[src/rtl/watchdog_pkg.sv]
// Constants, carrier types and states of the watchdog with locked mode register.
package watchdog_pkg;

    localparam logic [3:0] MODE_BANK        = 4'hF;
    localparam logic [7:0] MODE_OFFSET      = 8'h0F;
    localparam logic [7:0] MODE_RESET       = 8'h00;
    localparam logic [7:0] READ_BACK_VALUE  = 8'h00;
    localparam int         TAP_LSB          = 0;
    localparam int         HALT_RUN_BIT     = 2;
    localparam int         STOP_RUN_BIT     = 3;
    localparam int         WINDOW_PROC_CYCLES  = 60;
    localparam int         CRYSTAL_PER_PROC    = 2;
    localparam int         WINDOW_CLOCKS       = WINDOW_PROC_CYCLES * CRYSTAL_PER_PROC;
    localparam int         CLOCK_PERIOD_NS  = 50;
    localparam int         RC_PERIOD_NS     = 1000;
    localparam int         RC_DIVIDE        = (RC_PERIOD_NS + CLOCK_PERIOD_NS - 1) / CLOCK_PERIOD_NS;
    localparam int         POR_RC_TICKS     = 64;
    localparam int         TAP0_RC_TICKS    = 128;
    localparam int         TAP1_RC_TICKS    = 256;
    localparam int         TAP2_RC_TICKS    = 512;
    localparam int         TAP3_RC_TICKS    = 1024;
    localparam logic [2:0] SERVICE_FLAGS    = 3'h0;

    typedef struct packed {
        logic       stop_run;
        logic       halt_run;
        logic [1:0] tap;
    } mode_s;

    typedef struct packed {
        logic zero;
        logic sign;
        logic overflow;
    } flags_s;

    typedef enum logic [2:0] {
        WD_IDLE = 3'b001,
        WD_RUN  = 3'b010,
        WD_HOLD = 3'b100
    } wd_state_e;

endpackage

[src/rtl/watchdog_timer.sv]
// Watchdog timer with a mode register that locks after a short write window.
`timescale 1ns/1ps
module watchdog_timer
    import watchdog_pkg::*;
#(
    parameter int           TAP0_TICKS = TAP0_RC_TICKS,
    parameter int           TAP1_TICKS = TAP1_RC_TICKS,
    parameter int           TAP2_TICKS = TAP2_RC_TICKS,
    parameter int           TAP3_TICKS = TAP3_RC_TICKS,
    parameter int           POR_TICKS  = POR_RC_TICKS,
    parameter int           RC_DIV     = RC_DIVIDE,
    parameter logic [7:0]   MODE_INIT  = MODE_RESET,
    parameter int           COUNT_W    = 16
)(
    input  wire logic       clock,
    input  wire logic       reset,
    input  wire logic       service_exec,
    input  wire logic       instr_exec,
    input  wire logic       halt_mode,
    input  wire logic       stop_mode,
    input  wire logic       stop_recovery,
    input  wire logic       reg_write,
    input  wire logic       reg_read,
    input  wire logic [7:0] reg_addr,
    input  wire logic [7:0] register_pointer,
    input  wire logic [7:0] write_data,
    output logic      [7:0] read_data,
    output logic            flags_write,
    output flags_s          flags,
    output logic            core_reset,
    output logic            reset_pin_out,
    output logic            reset_pin_oe
);

    // ------------------------------------------------------------
    // Parameter checks
    // ------------------------------------------------------------
    if (TAP0_TICKS < 1 || TAP1_TICKS < 1 || TAP2_TICKS < 1 || TAP3_TICKS < 1 || POR_TICKS < 1 || RC_DIV < 1)
        $error("Tick counts and divider must be at least one.");
    if (TAP0_TICKS >= 2**COUNT_W || TAP1_TICKS >= 2**COUNT_W || TAP2_TICKS >= 2**COUNT_W
        || TAP3_TICKS >= 2**COUNT_W || POR_TICKS >= 2**COUNT_W || RC_DIV >= 2**COUNT_W)
        $error("Counter width too small for the tick counts.");

    // ------------------------------------------------------------
    // Declarations
    // ------------------------------------------------------------
    wd_state_e          state;
    mode_s              mode;
    logic [COUNT_W-1:0] rc_div_count;
    logic               rc_tick;
    logic [COUNT_W-1:0] wd_count;
    logic [COUNT_W-1:0] por_count;
    logic [COUNT_W-1:0] terminal;
    logic [7:0]         win_count;
    logic               win_started;
    logic               locked;
    logic               mode_hit;
    logic               count_en;
    logic               timeout;
    logic               por_done;
    logic               restart;

    // ------------------------------------------------------------
    // RC oscillator tick and decoding
    // ------------------------------------------------------------
    always_ff @(posedge clock or posedge reset)
    begin
        if (reset)
        begin
            rc_div_count <= '0;
            rc_tick      <= 1'b0;
        end
        else if (rc_div_count == COUNT_W'(RC_DIV - 1))
        begin
            rc_div_count <= '0;
            rc_tick      <= 1'b1;
        end
        else
        begin
            rc_div_count <= rc_div_count + 1'b1;
            rc_tick      <= 1'b0;
        end
    end

    assign mode_hit = register_pointer[3:0] == MODE_BANK && reg_addr == MODE_OFFSET;

    always_comb
    begin
        unique case (mode.tap)
            2'd0: terminal = COUNT_W'(TAP0_TICKS);
            2'd1: terminal = COUNT_W'(TAP1_TICKS);
            2'd2: terminal = COUNT_W'(TAP2_TICKS);
            2'd3: terminal = COUNT_W'(TAP3_TICKS);
        endcase
    end

    assign count_en = state == WD_RUN && rc_tick
                      && !(halt_mode && !mode.halt_run)
                      && !(stop_mode && !mode.stop_run);
    assign timeout  = count_en && !service_exec && wd_count == terminal - 1'b1;
    assign por_done = state == WD_HOLD && rc_tick && por_count == COUNT_W'(POR_TICKS - 1);
    assign restart  = state == WD_HOLD || stop_recovery;

    // ------------------------------------------------------------
    // Watchdog state, count and reset outputs
    // ------------------------------------------------------------
    always_ff @(posedge clock or posedge reset)
    begin
        if (reset)
        begin
            state         <= WD_HOLD;
            wd_count      <= '0;
            por_count     <= '0;
            core_reset    <= 1'b1;
            reset_pin_out <= 1'b0;
            reset_pin_oe  <= 1'b1;
        end
        else
        begin
            reset_pin_out <= 1'b0;
            unique case (state)
                WD_IDLE:
                begin
                    wd_count <= '0;
                    if (service_exec)
                        state <= WD_RUN;
                end
                WD_RUN:
                begin
                    if (service_exec)
                        wd_count <= '0;
                    else if (timeout)
                    begin
                        state        <= WD_HOLD;
                        wd_count     <= '0;
                        por_count    <= '0;
                        core_reset   <= 1'b1;
                        reset_pin_oe <= 1'b1;
                    end
                    else if (count_en)
                        wd_count <= wd_count + 1'b1;
                end
                WD_HOLD:
                begin
                    if (por_done)
                    begin
                        state        <= WD_IDLE;
                        core_reset   <= 1'b0;
                        reset_pin_oe <= 1'b0;
                    end
                    else if (rc_tick)
                        por_count <= por_count + 1'b1;
                end
            endcase
        end
    end

    // ------------------------------------------------------------
    // Write window and mode register
    // ------------------------------------------------------------
    always_ff @(posedge clock or posedge reset)
    begin
        if (reset)
        begin
            win_started <= 1'b0;
            win_count   <= '0;
            locked      <= 1'b0;
        end
        else if (restart)
        begin
            win_started <= 1'b0;
            win_count   <= '0;
            locked      <= 1'b0;
        end
        else if (!win_started)
            win_started <= instr_exec;
        else if (!locked)
        begin
            win_count <= win_count + 1'b1;
            locked    <= win_count == 8'(WINDOW_CLOCKS - 1);
        end
    end

    always_ff @(posedge clock or posedge reset)
    begin
        if (reset)
            mode <= mode_s'(MODE_INIT[3:0]);
        else if (state == WD_HOLD)
            mode <= mode_s'(MODE_INIT[3:0]);
        else if (reg_write && mode_hit && !locked)
            mode <= mode_s'(write_data[STOP_RUN_BIT:TAP_LSB]);
    end

    // ------------------------------------------------------------
    // Read answer and condition flags
    // ------------------------------------------------------------
    always_ff @(posedge clock or posedge reset)
    begin
        if (reset)
            read_data <= 8'h00;
        else if (reg_read && mode_hit)
            read_data <= READ_BACK_VALUE;
    end

    always_ff @(posedge clock or posedge reset)
    begin
        if (reset)
        begin
            flags_write <= 1'b0;
            flags       <= '0;
        end
        else
        begin
            flags_write <= service_exec && state != WD_HOLD;
            if (service_exec && state != WD_HOLD)
                flags <= flags_s'(SERVICE_FLAGS);
        end
    end
endmodule

[config.mk]
export PLATFORM = sky130hd
export DESIGN_NAME = watchdog_timer
export DESIGN_NICKNAME = d
export VERILOG_FILES = /design/src/rtl/watchdog_pkg.sv /design/src/rtl/watchdog_timer.sv
export SDC_FILE = /design/constraint.sdc
export NUM_CORES = 1
export LEC_CHECK = 0
export ABC_AREA = 1
export ABC_CLOCK_PERIOD_IN_PS = 3500
export BUFFER_PORTS_ARGS = -buffer_cell sky130_fd_sc_hd__buf_2
export CORE_MARGIN = 10
export CORE_UTILIZATION = 35
export DETAILED_ROUTE_END_ITERATION = 8
export MAX_ROUTING_LAYER = met4
export PLACE_DENSITY_LB_ADDON = 0.3
export SYNTH_ARGS = -nofsm -noshare
export SYNTH_HDL_FRONTEND = slang
export SYNTH_SLANG_ARGS = --single-unit
export TNS_END_PERCENT = 30
[constraint.sdc]
create_clock -name clock -period 3.5 [get_ports clock]
set_clock_uncertainty 0.05 [all_clocks]
set_input_delay 0.525 -clock clock [delete_from_list [all_inputs] [get_ports clock]]
set_output_delay 0.525 -clock clock [all_outputs]
set_load 0.01 [all_outputs]
After elaboration in Yosys (flattened, before gate mapping)
Index checks and enable logic that the tools add are counted.
W data, S select, Z words.
{"block": "classes", "addsub": 5, "eq_ne": 21, "mux": 31, "n_reduce_logical": 30}
{"op": "$mux W16", "count": 8}
{"op": "$pmux W16 S2", "count": 2}
{"op": "$pmux W16 S4", "count": 1}
{"op": "$add A16 B1 Y16 const B", "count": 3}
{"op": "$mux W8", "count": 3}
{"op": "$eq A16 B16 Y1", "count": 1}
{"op": "$eq A16 B5 Y1 const B", "count": 1}
{"op": "$eq A16 B6 Y1 const B", "count": 1}
{"op": "$sub A16 B1 Y16 const B", "count": 1}
{"op": "$logic_and A1 B1 Y1", "count": 13}
{"op": "$mux W3", "count": 4}
{"op": "$ne A2 B2 Y1 const B", "count": 6}
{"op": "$mux W1", "count": 9}
{"op": "$pmux W3 S3", "count": 1}
{"op": "$add A8 B1 Y8 const B", "count": 1}
{"op": "$eq A8 B4 Y1 const B", "count": 1}
{"op": "$eq A8 B7 Y1 const B", "count": 1}
{"op": "$mux W4", "count": 2}
{"op": "$reduce_and A4 Y1", "count": 2}
{"op": "$reduce_bool A2 Y1", "count": 4}
{"op": "$logic_not A1 Y1", "count": 6}
{"op": "$reduce_and A5 Y1", "count": 1}
{"op": "$eq A2 B2 Y1 const B", "count": 2}
{"op": "$eq A4 B4 Y1 const B", "count": 1}
{"op": "11 further kinds", "count": 12}
{"block": "word_totals", "register_bits": 68, "input_bits": 33, "output_inout_bits": 15, "wordCells": 100}

Logic depth before layout (Yosys ltp)
Gate-level depths: netlist of the first run.
{"block": "logic_depth", "depth_word": 10, "depth_mapped": 12, "mapped_depth_nobuf": 12}

Worst setup path after synthesis of the first run
Ideal clock, no wire load.
{"block": "synth_path", "path_kind": "register to register", "startpoint": "register por_count[0]", "endpoint": "register por_count[4]", "setup_ns": 0.119, "t_arrival_ns": 1.508, "t_required_ns": 3.331, "path_slack_ns": 1.824, "path_stages_with_launch": 9, "n_path_buf": 1, "period_less_slack_ns": 1.676, "path_cell_list": "dfrtp_1 -> ha_1 -> nand3_1 -> nor2_1 -> nand2_1 -> nand3_2 -> nand2_4 -> buf_8 -> o21a_1"}
{"block": "synth_between", "elab_chain_len": 4, "word_cells_on_any_way": 8, "cone_classes": "add/sub: 1; eq/ne: 2; mux: 3; reduce/logical: 2"}
{"element": "start, declared", "line": "watchdog_timer.sv:52", "source": "logic [COUNT_W-1:0] por_count;"}
{"element": "start signal, assigned", "line": "watchdog_timer.sv:152", "source": "por_count <= por_count + 1'b1;"}
{"element": "$add A16 B1 Y16 / $eq A16 B6 Y1 (equally long branches)", "line": "watchdog_timer.sv:152, watchdog_timer.sv:101"}
{"element": "$mux W16 / $logic_and A1 B1 Y1 (equally long branches)", "line": "watchdog_timer.sv:151, watchdog_timer.sv:101"}
{"element": "$mux W16 / $ne A2 B2 Y1 (equally long branches)"}
{"element": "$pmux W16 S2 / $reduce_and A5 Y1 (equally long branches)"}
Parallel ways exist; a longest one is shown, timed or not. The select of a mux whose other input is x is not followed.
A chain may end at the register's enable or synchronous reset.

Worst setup path in the final report of the first run
Ends and elaborated chain as after synthesis.

==> metrics.txt, run 1 <==
synth warn=0; Pins Over Slew Limit=0; # hold bufs at CTS=0; layout overhead on the synthesized area=13.2%; Max Clk Rate=0.492 GHz; Final nets=604; Slew @ Worst Pin=747 ps; sequential share of power=between 40% and 50%; post-CTS setup buffer count=0; Die Height=roughly 130 microns; worst path required time=3670 ps; layout cell share with drive strength beyond 1=11.7%; CTS Buf Count=9; Post-Synth XOR/XNOR Area=around 4.8%; flops & latches, synth=68; dominant synthesized flop cell=dfrtp_1; RSZ-0062 raised after global routing=no; setup TNS=0 ps; status=finished clean; Mapped Cells=536; drc violations=0; maximum buffer depth of the clock tree=2; row count=39; CP Cell Sequence=ha_1 -> nand3_1 -> nor2_1 -> nand2_1 -> nand3_2 -> nand2_4 -> o21ai_0 -> o21a_1; routed vias=about 3500; port bufs=26; Psw=approximately 0.38 mW; Avg WL per Cell=about 13 microns; min Tclk post-route=just over 2000 ps; final hold vios=0; Min-Delay Path Class=input pin to async pin; Routed Antenna Nets=0; Synth cell types=42; total die area=between 15000 and 20000 sq um; DRT iter0 DRCs=288; clock share of power=between 50% and 60%; Synth Area in Simple Gates=33.4%; Comb pwr share=approximately 2.5%; H-tree Lvls=3; CTS tree=built; grt total ovfl=0; Commonest cells post-synth=nand2_1, nor2_1, dfrtp_1; number of max-cap violations=0; Area contributors post-synth=dfrtp_1, nand2_1, nor2_1; CP top delay family=simple AND/OR/NAND/NOR gates; dpl hpwl=6.74 mm; Clock Pin Slew Worst Setup and Hold Paths=60 ps; area of the mapped netlist=about 4000 sq um; starting density of the core=approximately 36%; Core Util, Final=40.3%; Vias/cell=4.88; Synth Area in Adders=1.24%; Synth Area in Compound Gates=7.46%; CP bufs+invs=0; CP Class=flop to flop; register area share after synthesis=42.3%; Post-Route WL=9.18 mm; power per cell area=381 nW/um^2; sw frac=~22%; Detailed Routing Iterations Pass 1=4; CTS root buffer=clkbuf_16; most frequent cell after synthesis=nand2_1; GRT Util Overall=between 10% and 20%; # resized after CTS=0; Final period util=58.0%; Core ar.=11300 sq um; clk sinks=68; Die W=127 microns; maximum vdd drop=0.000236 V; element type at the critical path end=flop; first-pass GRT wire length=16.0 mm; CP arrival=2200 ps; Critical Path Start Type=flop; routability-driven placement congestion ratio=0.858; largest family of logic cells by synthesized area=simple AND/OR/NAND/NOR gates; via count of the first global-routing pass=between 3000 and 4000; crit path max-delay cell type=dfrtp_1; area leader, netlist=dfrtp_1; share of the synthesized area in the top cell type=41.0%; number of flops mapped to enable cells by yosys=0; largest net degree at the start of global routing=36; Pleak=2.12 nW; io pins=48; Avg Inst Size Synth=7.51 sq um; Finish-stage setup viols=0; antenna violations before repair=1; P_int=between 1 and 1.5 mW; Async SR Flop Fraction=100%; Relative slew margins=roughly half; Crit path largest cell delay=between 400 and 500 ps; mux cell area share after synthesis=0.249%; CP Max Fanout=26; worst-skew pair later-pin latency=340 ps
==> state kept, by name (all words and copies together), names as in the netlist <==
register      count
reset_pin_oe      1
win_started       1
locked            1
rc_tick           1
rc_div_count     16
mode              4
state             3
wd_count         16
win_count         8
por_count        16
flags_write       1
==> path summary, 6_finish.rpt <==
path | from | end | slack, ps | depth (start not counted)
setup reg to reg | por_count[0] | por_count[4] | 1470 | 8
min in group clock | write_data[3] | mode[3] | 360 | 3
setup / recovery | por_count[0] | por_count[4] | 1470 | 8
max in group asynchronous | reset | reset_pin_oe | 2430 | 3
hold / removal | reset | locked | 270 | 2
hold reg to reg | rc_div_count[15] | rc_div_count[15] | 420 | 1
==> metal layers <==
metal,global-route usage (%),vias to the layer above,share of wire (%)
met2,19.3,64,47
met4,4.82,0,0.97
met5,-,-,0
met1,14.2,1639,47
met3,3.93,9,4.8
li1,-,1790,-
==> area by class of cell <==
| type | instances | area, sq um |
|---|---|---|
| clock inverter | 6 | 63.8 |
| tap | 143 | 179 |
| multi-input combinational | 387 | 1940 |
| clock buffer | 10 | 229 |
| inverter | 73 | 274 |
| fill | 1173 | 6760 |
| sequential | 68 | 1700 |
| antenna | 2 | 5.00 |
| timing repair buffer | 28 | 158 |
==> worst register-to-register path: cells and delay by family (launching register included) <==
family                   cells  cell delay, ps
AND/OR/NAND/NOR              5             900
flip-flops                   1             430
AO/OA/AOI/OAI                2             270
adder cells (fa/ha/maj)      1             250
==> power groups by stage <==
stage	Sequential [mW]	Combinational, mW	Clock [mW]
after floorplan	0.801	0.0316	0
after global placement	0.801	0.0447	0
after detailed placement	0.801	0.0449	0
after CTS	0.786	0.0449	0.931
after global routing	0.786	0.0510	0.967
final	0.787	0.0437	0.904
==> per-stage QoR <==
stage	setup slack (ps)	area, sq um	power (mW)	hold WS, ps	cells
after global routing	1260	4550	1.80	329	716
final	1470	4560	1.73	268	717
after detailed placement	1500	4260	0.845	403	699
after floorplan	1220	4070	0.832	383	547
after global placement	1510	4260	0.845	396	699
after CTS	1480	4550	1.76	289	715
==> cells by family after synthesis <==
| family | after synthesis |
|---|---|
| AO/OA/AOI/OAI | 54 |
| other | 1 |
| AND/OR/NAND/NOR | 294 |
| XOR/XNOR | 22 |
| buffers and inverters | 92 |
| multiplexers | 1 |
| flip-flops | 68 |
| adder cells (fa/ha/maj) | 4 |
==> cells in the final DEF, fill, tap and decap left out, drive strengths merged <==
cell      count
nand2       122
inv          73
nor2         71
dfrtp        66
nand3        46
buf          28
o21ai        28
nand4        23
xor2         20
nor3         17
a21oi        14
conb         12
clkbuf       10
nor4          7
nand3b        4
ha            4
nor3b         3
clkinv        3
diode         2
o21a          2
a21boi        2
o21bai        2
xnor2         2
clkinvlp      2
dfstp         2
a31oi         1
o41ai         1
a31o          1
or3           1
mux2i         1
a211oi        1
o31ai         1
o22ai         1
bufinv        1
(Power assumes the default switching activity.)
==> run 2, diff against run 1 <==
ABC_CLOCK_PERIOD_IN_PS = 2100   (was 3500)
clock period = 2.1 ns   (was 3.5 ns; I/O delays follow)
==> metrics.txt, run 2 (same netlist as run 1, synthesis figures left out) <==
Final period util=91.7% (+34 points); Detailed Routing Iterations Pass 1=5 (+1); CTS tree=built; CP Class=flop to flop; Finish-stage setup viols=0 (unchanged); Reg-to-Reg Start=wd_count[0]; most common cell after layout, fill and taps aside=nand2_1; Min-Delay Path Class=input pin to flop; RSZ-0062 raised after global routing=no; element type at the critical path end=flop; status=finished clean; total die area=16200 sq um (unchanged); io pins=48 (unchanged); H-tree Lvls=3 (unchanged); Vias/cell=4.99 (+2.2%); clk sinks=68 (unchanged); n_diodes=0 (-2); Core Util, Final=41.1% (+0.87 points); drc violations=0 (unchanged); routability-driven placement congestion ratio=0.919 (+7.2%); largest net degree at the start of global routing=27 (-25%); antenna violations before repair=0 (-1); area of the multi-input gates=1950 sq um (+0.45%); Core ar.=11300 sq um (unchanged); post-CTS setup buffer count=0 (unchanged); number of max-cap violations=0 (unchanged); min Tclk post-route=1930 ps (-105 ps); setup TNS=0 ps (unchanged); Final Power=3.03 mW (+75%); largest registers=por_count x16, rc_div_count x16, wd_count x16; power per cell area=651 nW/um^2 (+71%); Post-Route WL=9.36 mm (+2.0%); routed vias=3610 (+3.1%); Max Clk Rate=0.519 GHz (+5.5%); row count=39 (unchanged); first-pass GRT wire length=16.2 mm (+1.6%); Routed Antenna Nets=0 (unchanged); final hold vios=0 (unchanged); maximum buffer depth of the clock tree=2 (unchanged); post-route setup slack=174 ps (-1290 ps); maximum vdd drop=0.000490 V (+110%); CTS Buf Count=9 (unchanged); crit path max-delay cell type=dfrtp_1; CP arrival=2100 ps (-100 ps); worst path required time=2270 ps (-1400 ps); Clock Pin Slew Worst Setup and Hold Paths=60 ps (about the same); GRT Util Overall=12.3% (+0.015 points); DRT iter0 DRCs=374 (+30%); Avg WL per Cell=12.9 microns (+1.2%); worst-skew pair later-pin latency=330 ps (about the same); Pleak=2.18 nW (+2.8%); dpl hpwl=6.93 mm (+2.8%); Crit path largest cell delay=380 ps (-50 ps); Final nets=612 (+1.3%); dpl ws=135 ps (-1360 ps); CTS root buffer=clkbuf_16; Critical Path Start=wd_count[0]; commonest cells after routing, fill and taps aside=nand2_1, nor2_1, dfrtp_1; Die W=127 microns (unchanged); layout overhead on the synthesized area=15.6%; CP Cell Sequence=ha_1 -> nand2_1 -> nor2_4 -> nand3_2 -> clkinv_1 -> nand2_1 -> inv_2 -> nand3_4 -> nand2_8 -> o21ai_0 -> o21a_1; layout cell share with drive strength beyond 1=12.9% (+1.2 points); via count of the first global-routing pass=3528 (+0.54%); Critical Path Start Type=flop; starting density of the core=35.6% (unchanged); CP Max Fanout=26 (unchanged); Sequential Area=1700 sq um (unchanged); Die Height=127 microns (unchanged); port bufs=26 (unchanged); grt total ovfl=0 (unchanged); Pins Over Slew Limit=0 (unchanged); CP most frequent cell=nand2_1; hold path startpoint=instr_exec; Fill cells=1152 (-1.8%)
run 2: changes by cell type in the layout (fill, tap and decap cells not counted):
cell and change:
nand2_4 -1, clkinv_4 +3, buf_4 +7, bufinv_16 +1, dlygate4sd3_1 +1, clkbuf_1 -1, clkinv_2 -1, nand2_8 +1
clkinvlp_4 -2, diode_2 -2
run 2: path summary, 6_finish.rpt:
kind	cells after the start	endpoint	slack (ps)
setup / recovery	11	por_count[4]	170
hold / removal	3	win_started	160
setup reg to reg	11	por_count[4]	170
hold reg to reg	1	rc_div_count[0]	410
max in group asynchronous	4	state[2]	880
min in group asynchronous	3	por_count[1]	490
run 2: metal layers:
| layer | vias up | track usage, % | routed length (microns) |
|---|---|---|---|
| met5 | - | - | 0 |
| met4 | 0 | 3.95 | 116 |
| met3 | 13 | 4.26 | 508 |
| met2 | 100 | 19.1 | 4390 |
| met1 | 1683 | 14.5 | 4350 |
| li1 | 1814 | - | - |
run 2: repair_timing:
action / CTS / global route
gates resized for setup: 0 / 1
hold buffers: 1 / 0
endpoints found under the setup margin: 0 / 2
hold endpoints to repair: 18 / 0
run 2: critical path: cells and delay by family, from the launching register on:
family / cells / cell delay [ps]
buffers and inverters: 2 / 130
AO/OA/AOI/OAI: 2 / 220
adder cells (fa/ha/maj): 1 / 240
AND/OR/NAND/NOR: 6 / 800
flip-flops: 1 / 380
run 2: area by class of cell:
type                       instances  area share [%]
multi-input combinational        387            42.0
sequential                        68            36.6
clock buffer                       9            4.84
tap                              143            3.84
timing repair buffer              36            4.73
clock inverter                     7            2.15
inverter                          73            5.89
run 2: power by group:
part	internal, mW	total, mW	switching [mW]
registers	1.31	1.31	0
logic	0.0279	0.0823	0.0544
clock network	1.05	1.64	0.592
total	2.39	3.03	0.647
run 2: through the flow:
stage          cell area, sq um  std cells  hold slack, ps
3_5_place_dp               4310        706             317
2_1_floorplan              4070        547             364
4_1_cts                    4650        723             156
6_report                   4660        723             163
3_3_place_gp               4310        706             310
5_1_grt                    4660        723             164
